File: config.mk
export PLATFORM = sky130hd
export DESIGN_NAME = block_erase_lock_ctrl
export DESIGN_NICKNAME = d
export VERILOG_FILES = /design/src/inc/erase_lock_pkg.sv /design/src/core/block_erase_lock_ctrl.sv /design/src/core/block_lock_bank.sv
export SDC_FILE = /design/constraint.sdc
export NUM_CORES = 1
export LEC_CHECK = 0
export BUFFER_PORTS_ARGS = -buffer_cell sky130_fd_sc_hd__buf_2
export CAP_MARGIN = 20
export CORE_UTILIZATION = 55
export DETAILED_ROUTE_END_ITERATION = 12
export PLACE_DENSITY = 0.75
export RECOVER_POWER = 100
export SYNTH_ARGS = -nofsm -noshare
export SYNTH_HDL_FRONTEND = slang
export SYNTH_HIERARCHICAL = 1
export SYNTH_SLANG_ARGS = --single-unit
File: constraint.sdc
create_clock -name ref_clk_i -period 3.6 [get_ports ref_clk_i]
set_input_delay 0.72 -clock ref_clk_i [delete_from_list [all_inputs] [get_ports ref_clk_i]]
set_output_delay 0.72 -clock ref_clk_i [all_outputs]
set_load 0.02 [all_outputs]
File: src/inc/erase_lock_pkg.sv
// Purpose: shared constants and types for the block erase and lock control
// Assumes: 16-bit command port, 4 partitions of 4 blocks each
// Notes: status bit masks follow the write state engine status layout
package erase_lock_pkg;

  // address fields
  localparam int ADDR_W = 12;
  localparam int DATA_W = 16;
  localparam int PART_W = 2;
  localparam int BLK_W = 4;
  localparam int OFS_W = 8;
  localparam int NUM_PART = 4;
  localparam int NUM_BLK = 16;
  localparam int CNT_W = 16;

  // default busy lengths, in clock cycles
  localparam int unsigned ERASE_CYCLES_DEF = 64;
  localparam int unsigned PROG_CYCLES_DEF = 8;

  // command codes (low byte of the write data)
  localparam logic [7:0] CMD_ERASE_SETUP = 8'h20;
  localparam logic [7:0] CMD_CONFIRM = 8'hD0;
  localparam logic [7:0] CMD_LOCK_SETUP = 8'h60;
  localparam logic [7:0] CMD_LOCK = 8'h01;
  localparam logic [7:0] CMD_LOCKDOWN = 8'h2F;
  localparam logic [7:0] CMD_PROG_SETUP = 8'h40;
  localparam logic [7:0] CMD_READ_STATUS = 8'h70;
  localparam logic [7:0] CMD_READ_ID = 8'h90;
  localparam logic [7:0] CMD_READ_ARRAY = 8'hFF;
  localparam logic [7:0] CMD_CLEAR_STATUS = 8'h50;
  localparam logic [7:0] CMD_SUSPEND = 8'hB0;

  // wsm_status bits
  localparam logic [7:0] SR_READY = 8'h80;
  localparam logic [7:0] SR_ESUSP = 8'h40;
  localparam logic [7:0] SR_ERASE_ERR = 8'h20;
  localparam logic [7:0] SR_SEQ = 8'h30;
  localparam logic [7:0] SR_SUPPLY = 8'h08;
  localparam logic [7:0] SR_LOCKED = 8'h02;
  localparam logic [7:0] SR_ERR_MASK = 8'h3A;
  localparam logic [7:0] SR_NONE = 8'h00;

  // identifier-mode offset of the lock status word
  localparam logic [OFS_W-1:0] LOCK_STATUS_OFS = 8'h02;

  // array read words
  localparam logic [DATA_W-1:0] ERASED_WORD = 16'hFFFF;
  localparam logic [DATA_W-1:0] ARRAY_FILL = 16'h0000;
  localparam logic [DATA_W-1:0] ZERO_WORD = 16'h0000;

  // per-block lock reset values
  localparam logic LOCK_RESET = 1'b1;
  localparam logic LOCKDOWN_RESET = 1'b0;

  // partition read mode
  typedef enum logic [2:0] {
    M_ARRAY = 3'b001,
    M_STATUS = 3'b010,
    M_ID = 3'b100
  } mode_t;

  // pending first half of a two-write sequence
  typedef enum logic [3:0] {
    P_NONE = 4'b0001,
    P_ERASE = 4'b0010,
    P_LOCK = 4'b0100,
    P_PROG = 4'b1000
  } pend_t;

  // erase engine state
  typedef enum logic [2:0] {
    E_IDLE = 3'b001,
    E_RUN = 3'b010,
    E_SUSP = 3'b100
  } erase_st_t;

endpackage

File: src/core/block_erase_lock_ctrl.sv
// Purpose: command front end for block erase and block locking
// Assumes: synchronous command port, one write or read per cycle
// Notes: erase and program busy times are cycle counts
//
// Functional notes
// - erase runs after 20h then D0h
// - only one partition erasing, others reading
// - confirm write address picks the block
// - finished erase leaves block all ones
// - ready bit low during erase, high after
// - confirm puts partition in status mode
// - broken erase sequence flags error, blocks erases
// - only clear-status clears error bits
// - status error encoding per bit
// - supply or lock error refuses erase
// - status mode stays until next command
// - program and erase together is error
// - suspended erase, program, read coexist
// - reset leaves every block locked
// - erase of locked block sets bit 1
// - erase only in unlocked lock states
// - lock code is pin, lock-down, lock
// - pin low holds locked-down block frozen
// - pin high releases locked-down blocks
// - lock-down bit cleared by reset only
// - identifier read at base plus 02h
// - locks ignore supply, erase needs supply
// - lock sequence 60h then 01h/D0h/2Fh
// - bad code after 60h is sequence error
//
// Local design decisions: the register offsets and strobed register access.
`timescale 1ns/1ns
module block_erase_lock_ctrl
  import erase_lock_pkg::*;
#(
  parameter int unsigned ERASE_CYCLES = ERASE_CYCLES_DEF,
  parameter int unsigned PROG_CYCLES = PROG_CYCLES_DEF
)
(
  input wire logic ref_clk_i,
  input wire logic reset_i,
  input wire logic [ADDR_W-1:0] cmd_addr_i,
  input wire logic [DATA_W-1:0] wr_data_i,
  input wire logic wr_en_i,
  input wire logic rd_en_i,
  input wire logic wp_n_i,
  input wire logic supply_ok_i,
  output logic [DATA_W-1:0] rd_data_o,
  output logic engine_ready_o
);

  ////////////////////////////////////////////////////////////////////////////
  // helpers

  // partition field of an address
  function automatic logic [PART_W-1:0] part_of(input logic [ADDR_W-1:0] a);
    return a[ADDR_W-1 -: PART_W];
  endfunction

  // block field of an address
  function automatic logic [BLK_W-1:0] blk_of(input logic [ADDR_W-1:0] a);
    return a[ADDR_W-1 -: BLK_W];
  endfunction

  // lock code {pin, lock-down, lock} to protected flag
  function automatic logic is_locked(input logic [2:0] code);
    return code[0] | (code[1] & ~code[2]);
  endfunction

  // errors that refuse a new erase
  function automatic logic erase_blocked(input logic [7:0] err);
    return err[3] | err[1] | (err[5] & err[4]);
  endfunction

  // status word of one partition
  function automatic logic [7:0] status_of(input logic [7:0] err, input logic busy, input logic susp);
    logic [7:0] s;
    s = err & SR_ERR_MASK;
    if (!busy)
    begin
      s = s | SR_READY;
    end
    if (susp)
    begin
      s = s | SR_ESUSP;
    end
    return s;
  endfunction

  ////////////////////////////////////////////////////////////////////////////
  // state

  pend_t pend_q; // pending setup code
  pend_t pend_d;
  logic [PART_W-1:0] pend_part_q; // partition of the setup write
  logic [PART_W-1:0] pend_part_d;
  mode_t mode_q [NUM_PART]; // read mode per partition
  mode_t mode_d [NUM_PART];
  logic [7:0] err_q [NUM_PART]; // sticky error bits per partition
  logic [7:0] err_set [NUM_PART]; // error bits raised this cycle
  logic [NUM_PART-1:0] err_clr; // clear-status hit per partition
  erase_st_t e_st_q; // erase engine state
  logic [CNT_W-1:0] e_cnt_q; // erase cycles left
  logic [BLK_W-1:0] e_blk_q; // block under erase
  logic [PART_W-1:0] e_part_q; // partition under erase
  logic prog_busy_q; // program running
  logic [CNT_W-1:0] p_cnt_q; // program cycles left
  logic [PART_W-1:0] p_part_q; // partition programming
  logic [NUM_BLK-1:0] erased_q; // block reads all ones
  logic [NUM_BLK-1:0] lock_w; // lock bits from the bank
  logic [NUM_BLK-1:0] lockdown_w; // lock-down bits from the bank
  logic start_erase; // erase accepted this cycle
  logic start_prog; // program accepted this cycle
  logic erase_done; // erase finishes this cycle
  logic lock_op; // lock command to the bank
  logic do_suspend; // suspend a running erase
  logic do_resume; // resume a suspended erase
  logic [7:0] cmd; // command byte
  logic [PART_W-1:0] wp; // write partition
  logic [BLK_W-1:0] wb; // write block
  logic [PART_W-1:0] rp; // read partition
  logic [BLK_W-1:0] rb; // read block
  logic wb_locked; // write block protected
  logic rb_locked; // read block protected

  assign cmd = wr_data_i[7:0];
  assign wp = part_of(cmd_addr_i);
  assign wb = blk_of(cmd_addr_i);
  assign rp = part_of(cmd_addr_i);
  assign rb = blk_of(cmd_addr_i);
  assign wb_locked = is_locked({wp_n_i, lockdown_w[wb], lock_w[wb]});
  assign rb_locked = is_locked({wp_n_i, lockdown_w[rb], lock_w[rb]});
  assign erase_done = (e_st_q == E_RUN) && (e_cnt_q == '0);

  ////////////////////////////////////////////////////////////////////////////
  // command front end decode
  always_comb
  begin
    pend_d = pend_q;
    pend_part_d = pend_part_q;
    mode_d = mode_q;
    err_set = '{default: SR_NONE};
    err_clr = '0;
    start_erase = 1'b0;
    start_prog = 1'b0;
    lock_op = 1'b0;
    do_suspend = 1'b0;
    do_resume = 1'b0;
    if (wr_en_i)
    begin
      pend_d = P_NONE;
      unique case (pend_q)
        P_ERASE:
        begin
          if (cmd == CMD_CONFIRM)
          begin
            mode_d[wp] = M_STATUS;
            if (erase_blocked(err_q[wp]))
            begin
              // refused silently until status is cleared
            end
            else if (e_st_q != E_IDLE || prog_busy_q)
            begin
              err_set[wp] = SR_SEQ;
            end
            else if (!supply_ok_i)
            begin
              err_set[wp] = SR_SUPPLY;
            end
            else if (wb_locked)
            begin
              err_set[wp] = SR_LOCKED;
            end
            else
            begin
              start_erase = 1'b1;
            end
          end
          else
          begin
            // any other write breaks the sequence
            mode_d[pend_part_q] = M_STATUS;
            err_set[pend_part_q] = SR_SEQ;
          end
        end
        P_LOCK:
        begin
          if (cmd == CMD_LOCK || cmd == CMD_CONFIRM || cmd == CMD_LOCKDOWN)
          begin
            lock_op = 1'b1;
          end
          else
          begin
            mode_d[pend_part_q] = M_STATUS;
            err_set[pend_part_q] = SR_SEQ;
          end
        end
        P_PROG:
        begin
          mode_d[wp] = M_STATUS;
          if (e_st_q == E_RUN || prog_busy_q || (e_st_q == E_SUSP && wb == e_blk_q))
          begin
            err_set[wp] = SR_SEQ;
          end
          else if (!supply_ok_i)
          begin
            err_set[wp] = SR_SUPPLY;
          end
          else if (wb_locked)
          begin
            err_set[wp] = SR_LOCKED;
          end
          else
          begin
            start_prog = 1'b1;
          end
        end
        P_NONE:
        begin
          case (cmd)
            CMD_ERASE_SETUP:
            begin
              mode_d[wp] = M_STATUS;
              if (!erase_blocked(err_q[wp]))
              begin
                pend_d = P_ERASE;
                pend_part_d = wp;
              end
            end
            CMD_LOCK_SETUP:
            begin
              pend_d = P_LOCK;
              pend_part_d = wp;
            end
            CMD_PROG_SETUP:
            begin
              mode_d[wp] = M_STATUS;
              pend_d = P_PROG;
              pend_part_d = wp;
            end
            CMD_READ_STATUS: mode_d[wp] = M_STATUS;
            CMD_READ_ID: mode_d[wp] = M_ID;
            CMD_READ_ARRAY: mode_d[wp] = M_ARRAY;
            CMD_CLEAR_STATUS: err_clr[wp] = 1'b1;
            CMD_SUSPEND: do_suspend = (e_st_q == E_RUN);
            CMD_CONFIRM: do_resume = (e_st_q == E_SUSP) && !prog_busy_q;
            default: ;
          endcase
        end
      endcase
    end
  end

  ////////////////////////////////////////////////////////////////////////////
  // sequence and mode registers
  always_ff @(posedge ref_clk_i)
  begin
    if (reset_i)
    begin
      pend_q <= P_NONE;
      pend_part_q <= '0;
      mode_q <= '{default: M_ARRAY};
    end
    else
    begin
      pend_q <= pend_d;
      pend_part_q <= pend_part_d;
      mode_q <= mode_d;
    end
  end

  ////////////////////////////////////////////////////////////////////////////
  // sticky error bits, a new error wins over clear
  always_ff @(posedge ref_clk_i)
  begin
    if (reset_i)
    begin
      err_q <= '{default: SR_NONE};
    end
    else
    begin
      for (int i = 0; i < NUM_PART; i++)
      begin
        if (err_clr[i])
        begin
          err_q[i] <= err_set[i];
        end
        else
        begin
          err_q[i] <= err_q[i] | err_set[i];
        end
      end
    end
  end

  ////////////////////////////////////////////////////////////////////////////
  // erase engine with suspend and resume
  always_ff @(posedge ref_clk_i)
  begin
    if (reset_i)
    begin
      e_st_q <= E_IDLE;
      e_cnt_q <= '0;
      e_blk_q <= '0;
      e_part_q <= '0;
    end
    else if (start_erase)
    begin
      // address taken from the confirm write
      e_st_q <= E_RUN;
      e_cnt_q <= CNT_W'(ERASE_CYCLES - 1);
      e_blk_q <= wb;
      e_part_q <= wp;
    end
    else
    begin
      unique case (e_st_q)
        E_IDLE: ;
        E_RUN:
        begin
          if (erase_done)
          begin
            e_st_q <= E_IDLE;
          end
          else if (do_suspend)
          begin
            e_st_q <= E_SUSP;
          end
          else
          begin
            e_cnt_q <= e_cnt_q - 1'b1;
          end
        end
        E_SUSP:
        begin
          if (do_resume)
          begin
            e_st_q <= E_RUN;
          end
        end
      endcase
    end
  end

  ////////////////////////////////////////////////////////////////////////////
  // program engine, also runs inside an erase suspend
  always_ff @(posedge ref_clk_i)
  begin
    if (reset_i)
    begin
      prog_busy_q <= 1'b0;
      p_cnt_q <= '0;
      p_part_q <= '0;
    end
    else if (start_prog)
    begin
      prog_busy_q <= 1'b1;
      p_cnt_q <= CNT_W'(PROG_CYCLES - 1);
      p_part_q <= wp;
    end
    else if (prog_busy_q)
    begin
      if (p_cnt_q == '0)
      begin
        prog_busy_q <= 1'b0;
      end
      else
      begin
        p_cnt_q <= p_cnt_q - 1'b1;
      end
    end
  end

  ////////////////////////////////////////////////////////////////////////////
  // array contents per block: erased or written
  always_ff @(posedge ref_clk_i)
  begin
    if (reset_i)
    begin
      erased_q <= '0;
    end
    else
    begin
      if (erase_done)
      begin
        erased_q[e_blk_q] <= 1'b1;
      end
      if (start_prog)
      begin
        erased_q[wb] <= 1'b0;
      end
    end
  end

  ////////////////////////////////////////////////////////////////////////////
  // lock bits
  block_lock_bank u_lock_bank (
    .ref_clk_i(ref_clk_i),
    .reset_i(reset_i),
    .op_valid_i(lock_op),
    .op_code_i(cmd),
    .op_blk_i(wb),
    .wp_n_i(wp_n_i),
    .lock_o(lock_w),
    .lockdown_o(lockdown_w)
  );

  ////////////////////////////////////////////////////////////////////////////
  // read data, valid only in the cycle after the read strobe
  always_ff @(posedge ref_clk_i)
  begin
    if (reset_i || !rd_en_i)
    begin
      rd_data_o <= ZERO_WORD;
    end
    else
    begin
      unique case (mode_q[rp])
        M_STATUS: rd_data_o <= {8'h00, status_of(err_q[rp],
          (e_st_q == E_RUN && e_part_q == rp) || (prog_busy_q && p_part_q == rp),
          e_st_q == E_SUSP && e_part_q == rp)};
        M_ID:
        begin
          if (cmd_addr_i[OFS_W-1:0] == LOCK_STATUS_OFS)
          begin
            rd_data_o <= {14'h0000, lockdown_w[rb], rb_locked};
          end
          else
          begin
            rd_data_o <= ZERO_WORD;
          end
        end
        M_ARRAY: rd_data_o <= erased_q[rb] ? ERASED_WORD : ARRAY_FILL;
      endcase
    end
  end

  ////////////////////////////////////////////////////////////////////////////
  // engine ready flag
  always_ff @(posedge ref_clk_i)
  begin
    if (reset_i)
    begin
      engine_ready_o <= 1'b1;
    end
    else
    begin
      engine_ready_o <= !(e_st_q == E_RUN) && !prog_busy_q && !start_erase && !start_prog;
    end
  end

  ////////////////////////////////////////////////////////////////////////////
  // checks
  property p_erase_seq;
    @(posedge ref_clk_i) disable iff (reset_i)
    start_erase |-> pend_q == P_ERASE && cmd == CMD_CONFIRM;
  endproperty
  a_erase_seq: assert property (p_erase_seq) else $error("erase started without setup and confirm");

  property p_no_overlap;
    @(posedge ref_clk_i) disable iff (reset_i)
    (e_st_q == E_RUN) |-> !prog_busy_q;
  endproperty
  a_no_overlap: assert property (p_no_overlap) else $error("program and erase running together");

  property p_confirm_addr;
    @(posedge ref_clk_i) disable iff (reset_i)
    start_erase |=> e_blk_q == $past(wb) && e_part_q == $past(wp);
  endproperty
  a_confirm_addr: assert property (p_confirm_addr) else $error("erase block not from confirm write");

  property p_erased_ones;
    @(posedge ref_clk_i) disable iff (reset_i)
    erase_done |=> erased_q[$past(e_blk_q)];
  endproperty
  a_erased_ones: assert property (p_erased_ones) else $error("erased block not all ones");

  property p_busy_ready;
    @(posedge ref_clk_i) disable iff (reset_i)
    start_erase |=> !engine_ready_o [*2];
  endproperty
  a_busy_ready: assert property (p_busy_ready) else $error("ready high during erase");

  property p_status_mode;
    @(posedge ref_clk_i) disable iff (reset_i)
    start_erase |=> mode_q[e_part_q] == M_STATUS;
  endproperty
  a_status_mode: assert property (p_status_mode) else $error("erasing partition not in status mode");

  property p_sticky(int g);
    @(posedge ref_clk_i) disable iff (reset_i)
    (|($past(err_q[g]) & ~err_q[g])) |-> $past(err_clr[g]);
  endproperty
  for (genvar g = 0; g < NUM_PART; g++)
  begin : g_sticky
    a_sticky: assert property (p_sticky(g)) else $error("error bit dropped without clear");
  end

  property p_locked_refused;
    @(posedge ref_clk_i) disable iff (reset_i)
    (wr_en_i && pend_q == P_ERASE && cmd == CMD_CONFIRM && wb_locked) |-> !start_erase;
  endproperty
  a_locked_refused: assert property (p_locked_refused) else $error("erase of protected block started");

  property p_reset_locked;
    @(posedge ref_clk_i) disable iff (reset_i)
    $past(reset_i) |-> (&lock_w) && !(|lockdown_w);
  endproperty
  a_reset_locked: assert property (p_reset_locked) else $error("blocks not locked after reset");

  property p_held;
    @(posedge ref_clk_i) disable iff (reset_i)
    (lock_op && !wp_n_i && lockdown_w[wb]) |=> lock_w == $past(lock_w) && lockdown_w == $past(lockdown_w);
  endproperty
  a_held: assert property (p_held) else $error("locked-down block changed while pin low");

  c_erase_done: cover property (@(posedge ref_clk_i) disable iff (reset_i) erase_done);
  c_seq_err: cover property (@(posedge ref_clk_i) disable iff (reset_i) err_set[0] == SR_SEQ);
  c_prog_in_susp: cover property (@(posedge ref_clk_i) disable iff (reset_i) start_prog && e_st_q == E_SUSP);
  c_lock_err: cover property (@(posedge ref_clk_i) disable iff (reset_i) err_set[0] == SR_LOCKED);

endmodule // block_erase_lock_ctrl

File: src/core/block_lock_bank.sv
// Purpose: per-block lock and lock-down bits
// Assumes: one lock command per cycle from the command front end
// Notes: lock-down bits leave only through reset
`timescale 1ns/1ns
module block_lock_bank
  import erase_lock_pkg::*;
(
  input wire logic ref_clk_i,
  input wire logic reset_i,
  input wire logic op_valid_i,
  input wire logic [7:0] op_code_i,
  input wire logic [BLK_W-1:0] op_blk_i,
  input wire logic wp_n_i,
  output logic [NUM_BLK-1:0] lock_o,
  output logic [NUM_BLK-1:0] lockdown_o
);

  logic [NUM_BLK-1:0] lock_q; // lock bit per block
  logic [NUM_BLK-1:0] lockdown_q; // lock-down bit per block
  logic held; // addressed block held locked-down

  ////////////////////////////////////////////////////////////////////////////
  // hold check: pin low plus lock-down freezes the block
  assign held = lockdown_q[op_blk_i] & ~wp_n_i;

  ////////////////////////////////////////////////////////////////////////////
  // lock bit and lock-down bit updates
  always_ff @(posedge ref_clk_i)
  begin
    if (reset_i)
    begin
      // all blocks locked, lock-down gone
      lock_q <= {NUM_BLK{LOCK_RESET}};
      lockdown_q <= {NUM_BLK{LOCKDOWN_RESET}};
    end
    else if (op_valid_i && !held)
    begin
      // pin high lets commands act again on locked-down blocks
      case (op_code_i)
        CMD_LOCK: lock_q[op_blk_i] <= 1'b1;
        CMD_CONFIRM: lock_q[op_blk_i] <= 1'b0;
        CMD_LOCKDOWN:
        begin
          lock_q[op_blk_i] <= 1'b1;
          lockdown_q[op_blk_i] <= 1'b1;
        end
        default: ;
      endcase
    end
  end

  assign lock_o = lock_q;
  assign lockdown_o = lockdown_q;

endmodule // block_lock_bank

Word-level counts from Yosys, hierarchy flattened
Cells that the tools add are included.
{"block": "word_totals", "register_bits": 159, "output_inout_bits": 17, "word_cells": 250}
{"block": "op_classes", "n_addsub": 2, "magnitude_cmp": 10, "n_eq_ne": 35, "muxes": 94, "n_bitwise": 33, "n_reduce_logical": 51}
{"operator": "$mux 32", "n": 3}
{"operator": "$pmux 32 s3", "n": 1}
{"operator": "$mux 30", "n": 3}
{"operator": "$mux 16", "n": 4}
{"operator": "$mux 8", "n": 7}
{"operator": "$or 16x16->16", "n": 3}
{"operator": "$pmux 12 s4", "n": 1}
{"operator": "$pmux 16 s3", "n": 1}
{"operator": "$mux 6", "n": 6}
{"operator": "$pmux 12 s3", "n": 1}
{"operator": "$and 16x16->16", "n": 2}
{"operator": "$and 8x8->8", "n": 4}
{"operator": "$demux 8 s2", "n": 2}
{"operator": "$eq 8x7->1 const B", "n": 4}
{"operator": "$eq 8x8->1 const B", "n": 4}
{"operator": "$logic_not 16->1", "n": 2}
{"operator": "$not 8->8", "n": 4}
{"operator": "$or 8x8->8", "n": 4}
{"operator": "$pmux 16 s2", "n": 1}
{"operator": "$sub 16x1->16 const B", "n": 2}
{"operator": "$mux 3", "n": 10}
{"operator": "$mux 1", "n": 28}
{"operator": "$mux 28", "n": 1}
{"operator": "$mux 26", "n": 1}
{"operator": "52 further kinds", "n": 126}

Depth between registers and ports, before layout
Gate-level depths: netlist of run 1.
{"block": "depth", "ltp_word": 14, "ltp_mapped": 10, "mapped_depth_nobuf": 9}

Modules after synthesis
The synthesis of run 1 kept the hierarchy.
{"mod": "block_erase_lock_ctrl", "n_inst": 1, "cells_each": 629, "area_each_um2": 5576.6, "seq_area_each_um2": 2021.9}
{"mod": "block_lock_bank", "n_inst": 1, "cells_each": 186, "area_each_um2": 1561.5, "seq_area_each_um2": 640.6}

Least setup slack after synthesis of run 1
Ideal clock, no wire load.
{"block": "synth_path", "path_type": "input to register", "startpoint": "input wr_data_i[0]", "endpoint": "register (tool-made name)", "t_arrival_ns": 3.042, "setup_slack_ns": 0.436, "cell_stages": 9, "path_cell_list": "or4_1 -> clkbuf_1 -> nor3_1 -> o21ai_0 -> nor2_1 -> nand3_1 -> nor3_1 -> nand4_1 -> a221o_1"}
{"item": "from (decl)", "line": "block_erase_lock_ctrl.sv:43", "text": "input wire logic [DATA_W-1:0] wr_data_i,"}

Final worst setup path of run 1
{"block": "layout_path", "startpoint": "input cmd_addr_i[11]", "endpoint": "register engine_ready_o"}
{"block": "layout_between", "elab_chain_len": 14}
{"item": "from (decl)", "line": "block_erase_lock_ctrl.sv:42", "text": "input wire logic [ADDR_W-1:0] cmd_addr_i,"}
{"item": "$bmux 1 s4", "line": "block_erase_lock_ctrl.sv:131", "text": "assign wb_locked = is_locked({wp_n_i, lockdown_w[wb], lock_w[wb]});"}
{"item": "$mux 1 (implied by the code)", "line": "block_erase_lock_ctrl.sv:131"}
{"item": "$and 1x1->1", "line": "block_erase_lock_ctrl.sv:67", "text": "return code[0] | (code[1] & ~code[2]);"}
{"item": "$or 1x1->1", "line": "block_erase_lock_ctrl.sv:67"}
{"item": "$mux 1", "line": "block_erase_lock_ctrl.sv:170, block_erase_lock_ctrl.sv:209"}
{"item": "$mux 1", "line": "block_erase_lock_ctrl.sv:166", "text": "else if (!supply_ok_i)"}
{"item": "$mux 1", "line": "block_erase_lock_ctrl.sv:162", "text": "else if (e_st_q != E_IDLE || prog_busy_q)"}
{"item": "$mux 1", "line": "block_erase_lock_ctrl.sv:158", "text": "if (erase_blocked(err_q[wp]))"}
{"item": "$mux 1", "line": "block_erase_lock_ctrl.sv:155", "text": "if (cmd == CMD_CONFIRM)"}
{"item": "$mux 1", "line": "block_erase_lock_ctrl.sv:152", "text": "unique case (pend_q)"}
{"item": "$mux 1", "line": "block_erase_lock_ctrl.sv:149", "text": "if (wr_en_i)"}
{"item": "$logic_not 1->1", "line": "block_erase_lock_ctrl.sv:448", "text": "engine_ready_o <= !(e_st_q == E_RUN) && !prog_busy_q && !start_erase && !start_prog;"}
{"item": "$logic_and 1x1->1", "line": "block_erase_lock_ctrl.sv:448"}
{"item": "$logic_and 1x1->1 *", "line": "block_erase_lock_ctrl.sv:448"}
{"item": "to (signal assigned)", "line": "block_erase_lock_ctrl.sv:448"}
{"item": "to (decl)", "line": "block_erase_lock_ctrl.sv:49", "text": "output logic engine_ready_o"}
Every way passes the cells marked *; elsewhere a longest branch is shown, timed or not. The select of a mux whose other input is x is not followed.
A chain may end at the register's enable or synchronous reset.

==> metrics, run 1 <==
status completed; Cells after Synth 815; Worst Hold Depth 1; number of cells after detailed placement 993; Tcrit/Tclk final 91.0%; # IOs 51; Synth top area share 37.3%; Yosys warning count 6; GP Congestion 0.940; nets 877; syn_area_per_cell 8.76 um^2; total power draw 3.31 mW; Leak Pwr 2.91 nW; max-slew violations 0; chip width 116 um; crit path time final 3.28 ns; total global routing overflow 0; sequential area share after synthesis 37.3%; CP bufs+invs 2; Critical Path End Type flip-flop; worst hold path endpoint err_q[13]$_SDFF_PP0_; critical path type in -> reg; largest stage delay on the critical path 0.75 ns; crit path DAT 3.56 ns; Unique masters post-synth 71; Post-CTS Setup Bufs 0; Post-Syn Area 0.00714 mm^2; Hold Path Class reg -> reg; Post-synth ARST share 0%; Rel. slew slack 30.4%; Post-synth top flop dfxtp_1; final hold violations 0; worst clock skew 0.00802 ns; Highest Clock Rate 0.305 GHz; Data required, critical path 3.88 ns; Final WS setup 0.323 ns; Num CTS Buffers 17; root buf cell clkbuf_16; die area 0.0134 mm^2; latest clock arrival within the worst-skew pair 0.42 ns; CP Cell Sequence clkbuf_1, mux4_2, a211oi_4, nand3_1, or4_1, clkbuf_1, nand3_1, nand2_1; element type at the critical path start input pin; CTS Buffer Depth 2; worst flop-to-flop path startpoint pend_q[3]$_SDFFE_PP0P_; GR Util All Layers 29.5%; largest net degree at the start of global routing 59; crit-path max FO 17; CTS tree done; antenna violations before repair 0; Final Non-Filler Cells 1023; count of clock tree sinks 133; ANT cells 0; WL/cell 18.3 um; Power Density 417 mW/mm^2; vias in the first global route 6299; Avg Vias per Cell 6.38; cell family with most CP delay buffers and inverters; Worst-Margin Slew 1.04 ns; Cell Rows 41; H-tree depth 4; Core Area 0.0126 mm^2; Setup-failing EPs final 0; via count 6530; first-pass GRT wire length 30800 um; WL final 18700 um; worst reg-to-reg setup slack 0.76 ns; unrepaired setup endpoints after global routing no; residual DRC count 0; worst hold start err_q[13]$_SDFF_PP0_; Post-synth EDFFs 0; cts hold-fix bufs 0; # fillers 1116; Worst path slowest cell clkbuf_1; WHS 0.454 ns; register bit count reported by yosys 133; Die Y-Extent 116 um; post-cts resize count 0; Area Growth Syn to Fin 11.3%; max-cap violations 0; 1st-iter DRT viols 667; Synth area leader dfxtp_1; layout cells sized above 1 12.8%; Synth Net Count 851; Routed Antenna Nets 0; VDD IR max 0.351 mV; R2R depth 8; setup TNS 0 ns; first drt pass iteration count 6; Reg clk slew, reported paths 0.05 ns; Place WS 0.200 ns; Initial Util 56.6%; ranking of synthesized cells by area dfxtp_1 (37%), mux4_2 (5.7%), nor2_1 (5.2%); Detailed Place HPWL 13400 um; PortBufs 42
==> layout by cell type (no fill, tap or decap), types with 16 or more instances in the layout <==
cell type and n:
a21oi_1 41, a311oi_1 18, a31oi_1 21, buf_2 23
buf_4 21, clkbuf_1 28, clkbuf_16 17, dfxtp_1 133
mux2i_1 23, mux4_2 18, nand2_1 62, nand3_1 23
nand4_1 16, nor2_1 99, nor2b_1 18, nor3_1 29
o211ai_1 16, o21ai_0 20, xor2_1 25
==> report_power, final <==
part / total [mW] / switching [mW] / internal, mW / leakage (nW)
combinational: 0.178 / 0.121 / 0.0567 / 1.56
clock: 1.65 / 0.597 / 1.06 / 0.276
sequential: 1.48 / 0.00117 / 1.47 / 1.07
total: 3.31 / 0.720 / 2.59 / 2.91
==> logic make-up (layout without fill, tap and decap cells) <==
kind of cell / Yosys count / after routing / share of synthesized area, %
buffers and inverters: 77 / 113 / 5.38
flip-flops: 133 / 133 / 37.3
XOR/XNOR: 40 / 40 / 4.91
adder cells (fa/ha/maj): 2 / 2 / 0.351
AO/OA/AOI/OAI: 181 / 181 / 18.1
AND/OR/NAND/NOR: 338 / 338 / 24.6
multiplexers: 44 / 44 / 9.38
==> worst max-delay path by stage <==
stage	from	end	slack (ns)	depth (start not counted)
after detailed placement	wr_data_i[4]	flip-flop	0.20	9
after global routing	cmd_addr_i[11]	engine_ready_o$_SDFF_PP1_	0.19	8
after global placement	wr_data_i[4]	flip-flop	0.24	9
final	cmd_addr_i[11]	engine_ready_o$_SDFF_PP1_	0.32	8
after floorplan	wr_data_i[0]	flip-flop	0.44	9
after CTS	wr_data_i[4]	flip-flop	0.59	9
==> stage by stage <==
step / utilization [%] / instance area, um^2
floorplan: - / 7140
global placement: 58.9 / 7440
detailed placement: 58.9 / 7440
CTS: 63.4 / 8000
global route: 62.9 / 7940
finish: 62.9 / 7940
==> synth_stat cells, types with 5 or more instances <==
library cell / n
inv_1: 13
xor2_1: 25
o211ai_1: 16
xnor2_1: 15
a31oi_1: 21
a311oi_1: 18
mux2i_1: 23
and2_1: 8
nor4_1: 15
buf_2: 9
a21oi_1: 41
nand2b_1: 11
mux4_2: 18
buf_6: 5
nand3_1: 22
clkbuf_1: 36
buf_4: 9
a21o_1: 7
dfxtp_1: 133
nor2_1: 99
o21ai_0: 20
nand4_1: 16
nand3b_1: 5
or4_1: 9
or3_1: 5
a221o_1: 11
nor3_1: 29
nor2b_1: 18
nor3b_1: 10
a22oi_1: 5
nand4b_1: 6
nand2_1: 62
a22o_1: 5
==> worst register-to-register path, stage by stage, from the launching register on <==
cell and delay, ns:
dfxtp_1 0.42, or2_2 0.36, nor3b_1 0.29, o21ai_0 0.22
nor2_1 0.34, nand3_1 0.28, nor3_1 0.34, nand4_1 0.15
a221o_1 0.32
==> routing by layer <==
metal | GRT usage (%) | vias to the layer above | share of wire, %
met5 | 0 | - | 0
met3 | 6.90 | 48 | 6.9
li1 | - | 3076 | -
met1 | 38.2 | 3138 | 44
met2 | 46.9 | 268 | 47
met4 | 13.3 | 0 | 2.6
==> cell type report <==
type	count	area (um^2)	area share, %
multi-input cells	605	4080	51.4
flip-flops and latches	133	2660	33.5
inverters	13	48.8	0.614
repair buffers	71	378	4.76
well taps	172	215	2.71
clock inverters	5	75.1	0.945
clock buffers	24	482	6.06
No activity file was read; power rests on OpenSTA's default activity.
==> run 2, diff against run 1 <==
Settings changed: ABC_AREA set to 1, PLACE_DENSITY 0.75 to 0.74.
==> metrics, run 2 <==
status completed; Core Area 0.0141 mm^2; GR Util All Layers 30.1%; FF/Latch Area 0.00266 mm^2; Reg clk slew, reported paths 0.06 ns; vias in the first global route 7534; PortBufs 42; Synth area leader dfxtp_1; Post-synth EDFFs 0; count of clock tree sinks 133; Routed Antenna Nets 0; first-pass GRT wire length 35600 um; Cell Rows 43; Power Density 389 mW/mm^2; 1st-iter DRT viols 758; largest net degree at the start of global routing 66; WL/cell 14.2 um; syn_area_per_cell 6.17 um^2; Leak Pwr 4.11 nW; Synth top area share 32.9%; antenna violations before repair 0; chip width 123 um; total global routing overflow 0; Cells after Synth 1314; Highest Clock Rate 0.342 GHz; crit-path max FO 21; VDD IR max 0.306 mV; Area Growth Syn to Fin 9.57%; crit path time final 2.92 ns; Synth Net Count 1350; area of the multi-input gates 0.00445 mm^2; total power draw 3.45 mW; Post-synth top flop dfxtp_1; Worst-Margin Slew 0.805 ns; Data required, critical path 3.92 ns; Hold Path Class reg -> reg; Yosys warning count 6; Post-CTS Setup Bufs 0; # fillers 1412; first drt pass iteration count 5; Avg Vias per Cell 5.49; ranking of synthesized cells by area dfxtp_1 (33%), nand2_1 (18%), nor2_1 (7.8%); residual DRC count 0; most common cell after layout, fill and taps aside nand2_1; Synth top cells by count nand2_1 (380), nor2_1 (169), inv_1 (156); final hold violations 0; max-slew violations 0; setup TNS 0 ns; Detailed Place HPWL 15100 um; max-cap violations 0; root buf cell clkbuf_16; most frequent cell after synthesis nand2_1; Num CTS Buffers 17; Post-synth ARST share 0%; WL final 21700 um; Rel. slew slack 45.8%; H-tree depth 4; Die Y-Extent 123 um; ANT cells 0; via count 8410; element type at the critical path start input pin; cts hold-fix bufs 0; latest clock arrival within the worst-skew pair 0.42 ns; unrepaired setup endpoints after global routing no; post-cts resize count 0; GP Congestion 0.922; crit path DAT 3.24 ns; Post-Syn Area 0.00810 mm^2; die area 0.0152 mm^2; CTS Buffer Depth 2; sequential area share after synthesis 32.9%; Setup-failing EPs final 0; Unique masters post-synth 45; critical path type in -> reg; layout cells sized above 1 8.36%; worst clock skew 0.00597 ns; # IOs 51; nets 1375; most frequent cells in the layout nand2_1 (381), nor2_1 (174), inv_1 (159), dfxtp_1 (133), nand3_1 (111); Critical Path End Type flip-flop; CTS tree done; register bit count reported by yosys 133; Tcrit/Tclk final 81.2%; Initial Util 57.3%
[run 2: cell count changes after synthesis, moves of 20 or more]
cell      before  now
a21oi_1       41   84
a31oi_1       21    0
clkbuf_1      36   16
inv_1         13  156
mux2i_1       23    0
nand2_1       62  380
nand3_1       22  110
nand4_1       16   50
nor2_1        99  169
[run 2: worst max-delay path: stages]
cell and delay [ns]:
buf_2 0.38, inv_1 0.33, nand2_1 0.12, nand2_1 0.05, nand2_1 0.05, nand2_1 0.09
nor2_1 0.29, nand4_2 0.14, nor2_1 0.13, nand3_1 0.30, clkbuf_1 0.39, nor2_1 0.17
nor2_1 0.06
[run 2: cell families after synthesis]
kind of cell,after synthesis,share of synthesized area (%)
AO/OA/AOI/OAI,165,11.2
XOR/XNOR,20,2.16
adder cells (fa/ha/maj),2,0.309
buffers and inverters,222,11.6
flip-flops,133,32.9
AND/OR/NAND/NOR,772,41.9
[run 2: final timing paths]
path                               start                                     end  slack (ns)  cells after the start
setup / recovery          cmd_addr_i[10]                 e_blk_q[3]$_SDFFE_PP0P_        0.68                     13
hold / removal                 flip-flop                               flip-flop        0.45                      2
setup reg to reg  pend_q[0]$_SDFFE_PP1P_  u_lock_bank/lockdown_o[5]$_SDFFE_PP0P_        1.07                     11
hold reg to reg                flip-flop                               flip-flop        0.45                      2
[run 2: power by group]
part | internal (mW) | switching, mW
Clock | 1.12 | 0.663
Combinational | 0.0442 | 0.151
Sequential | 1.47 | 0.00125
[run 2: per-stage QoR]
stage	hold WS, ns	cells	instance area [um^2]	worst slack (ns)	util, %
global route	0.479	1532	8880	0.466	62.8
detailed placement	0.442	1500	8350	0.687	59.0
CTS	0.456	1532	8950	1.12	63.3
finish	0.455	1532	8880	0.676	62.8
floorplan	0.426	1314	8100	1.31	-
global placement	0.442	1500	8350	0.740	59.0
[run 2: layout make-up]
cell class	instances	share of cell area (%)
well taps	180	2.54
clock buffers	19	5.10
inverters	173	7.31
clock inverters	13	1.76
flip-flops and latches	133	30.0
multi-input cells	959	50.1
repair buffers	55	3.18
[run 2: layer usage]
layer / global-route usage [%] / up-vias / share of wire, %
li1: - / 4260 / -
met1: 38.9 / 3807 / 46
met2: 47.6 / 287 / 45
met3: 5.95 / 56 / 6.4
met4: 14.8 / 0 / 3.1
met5: 0 / - / 0
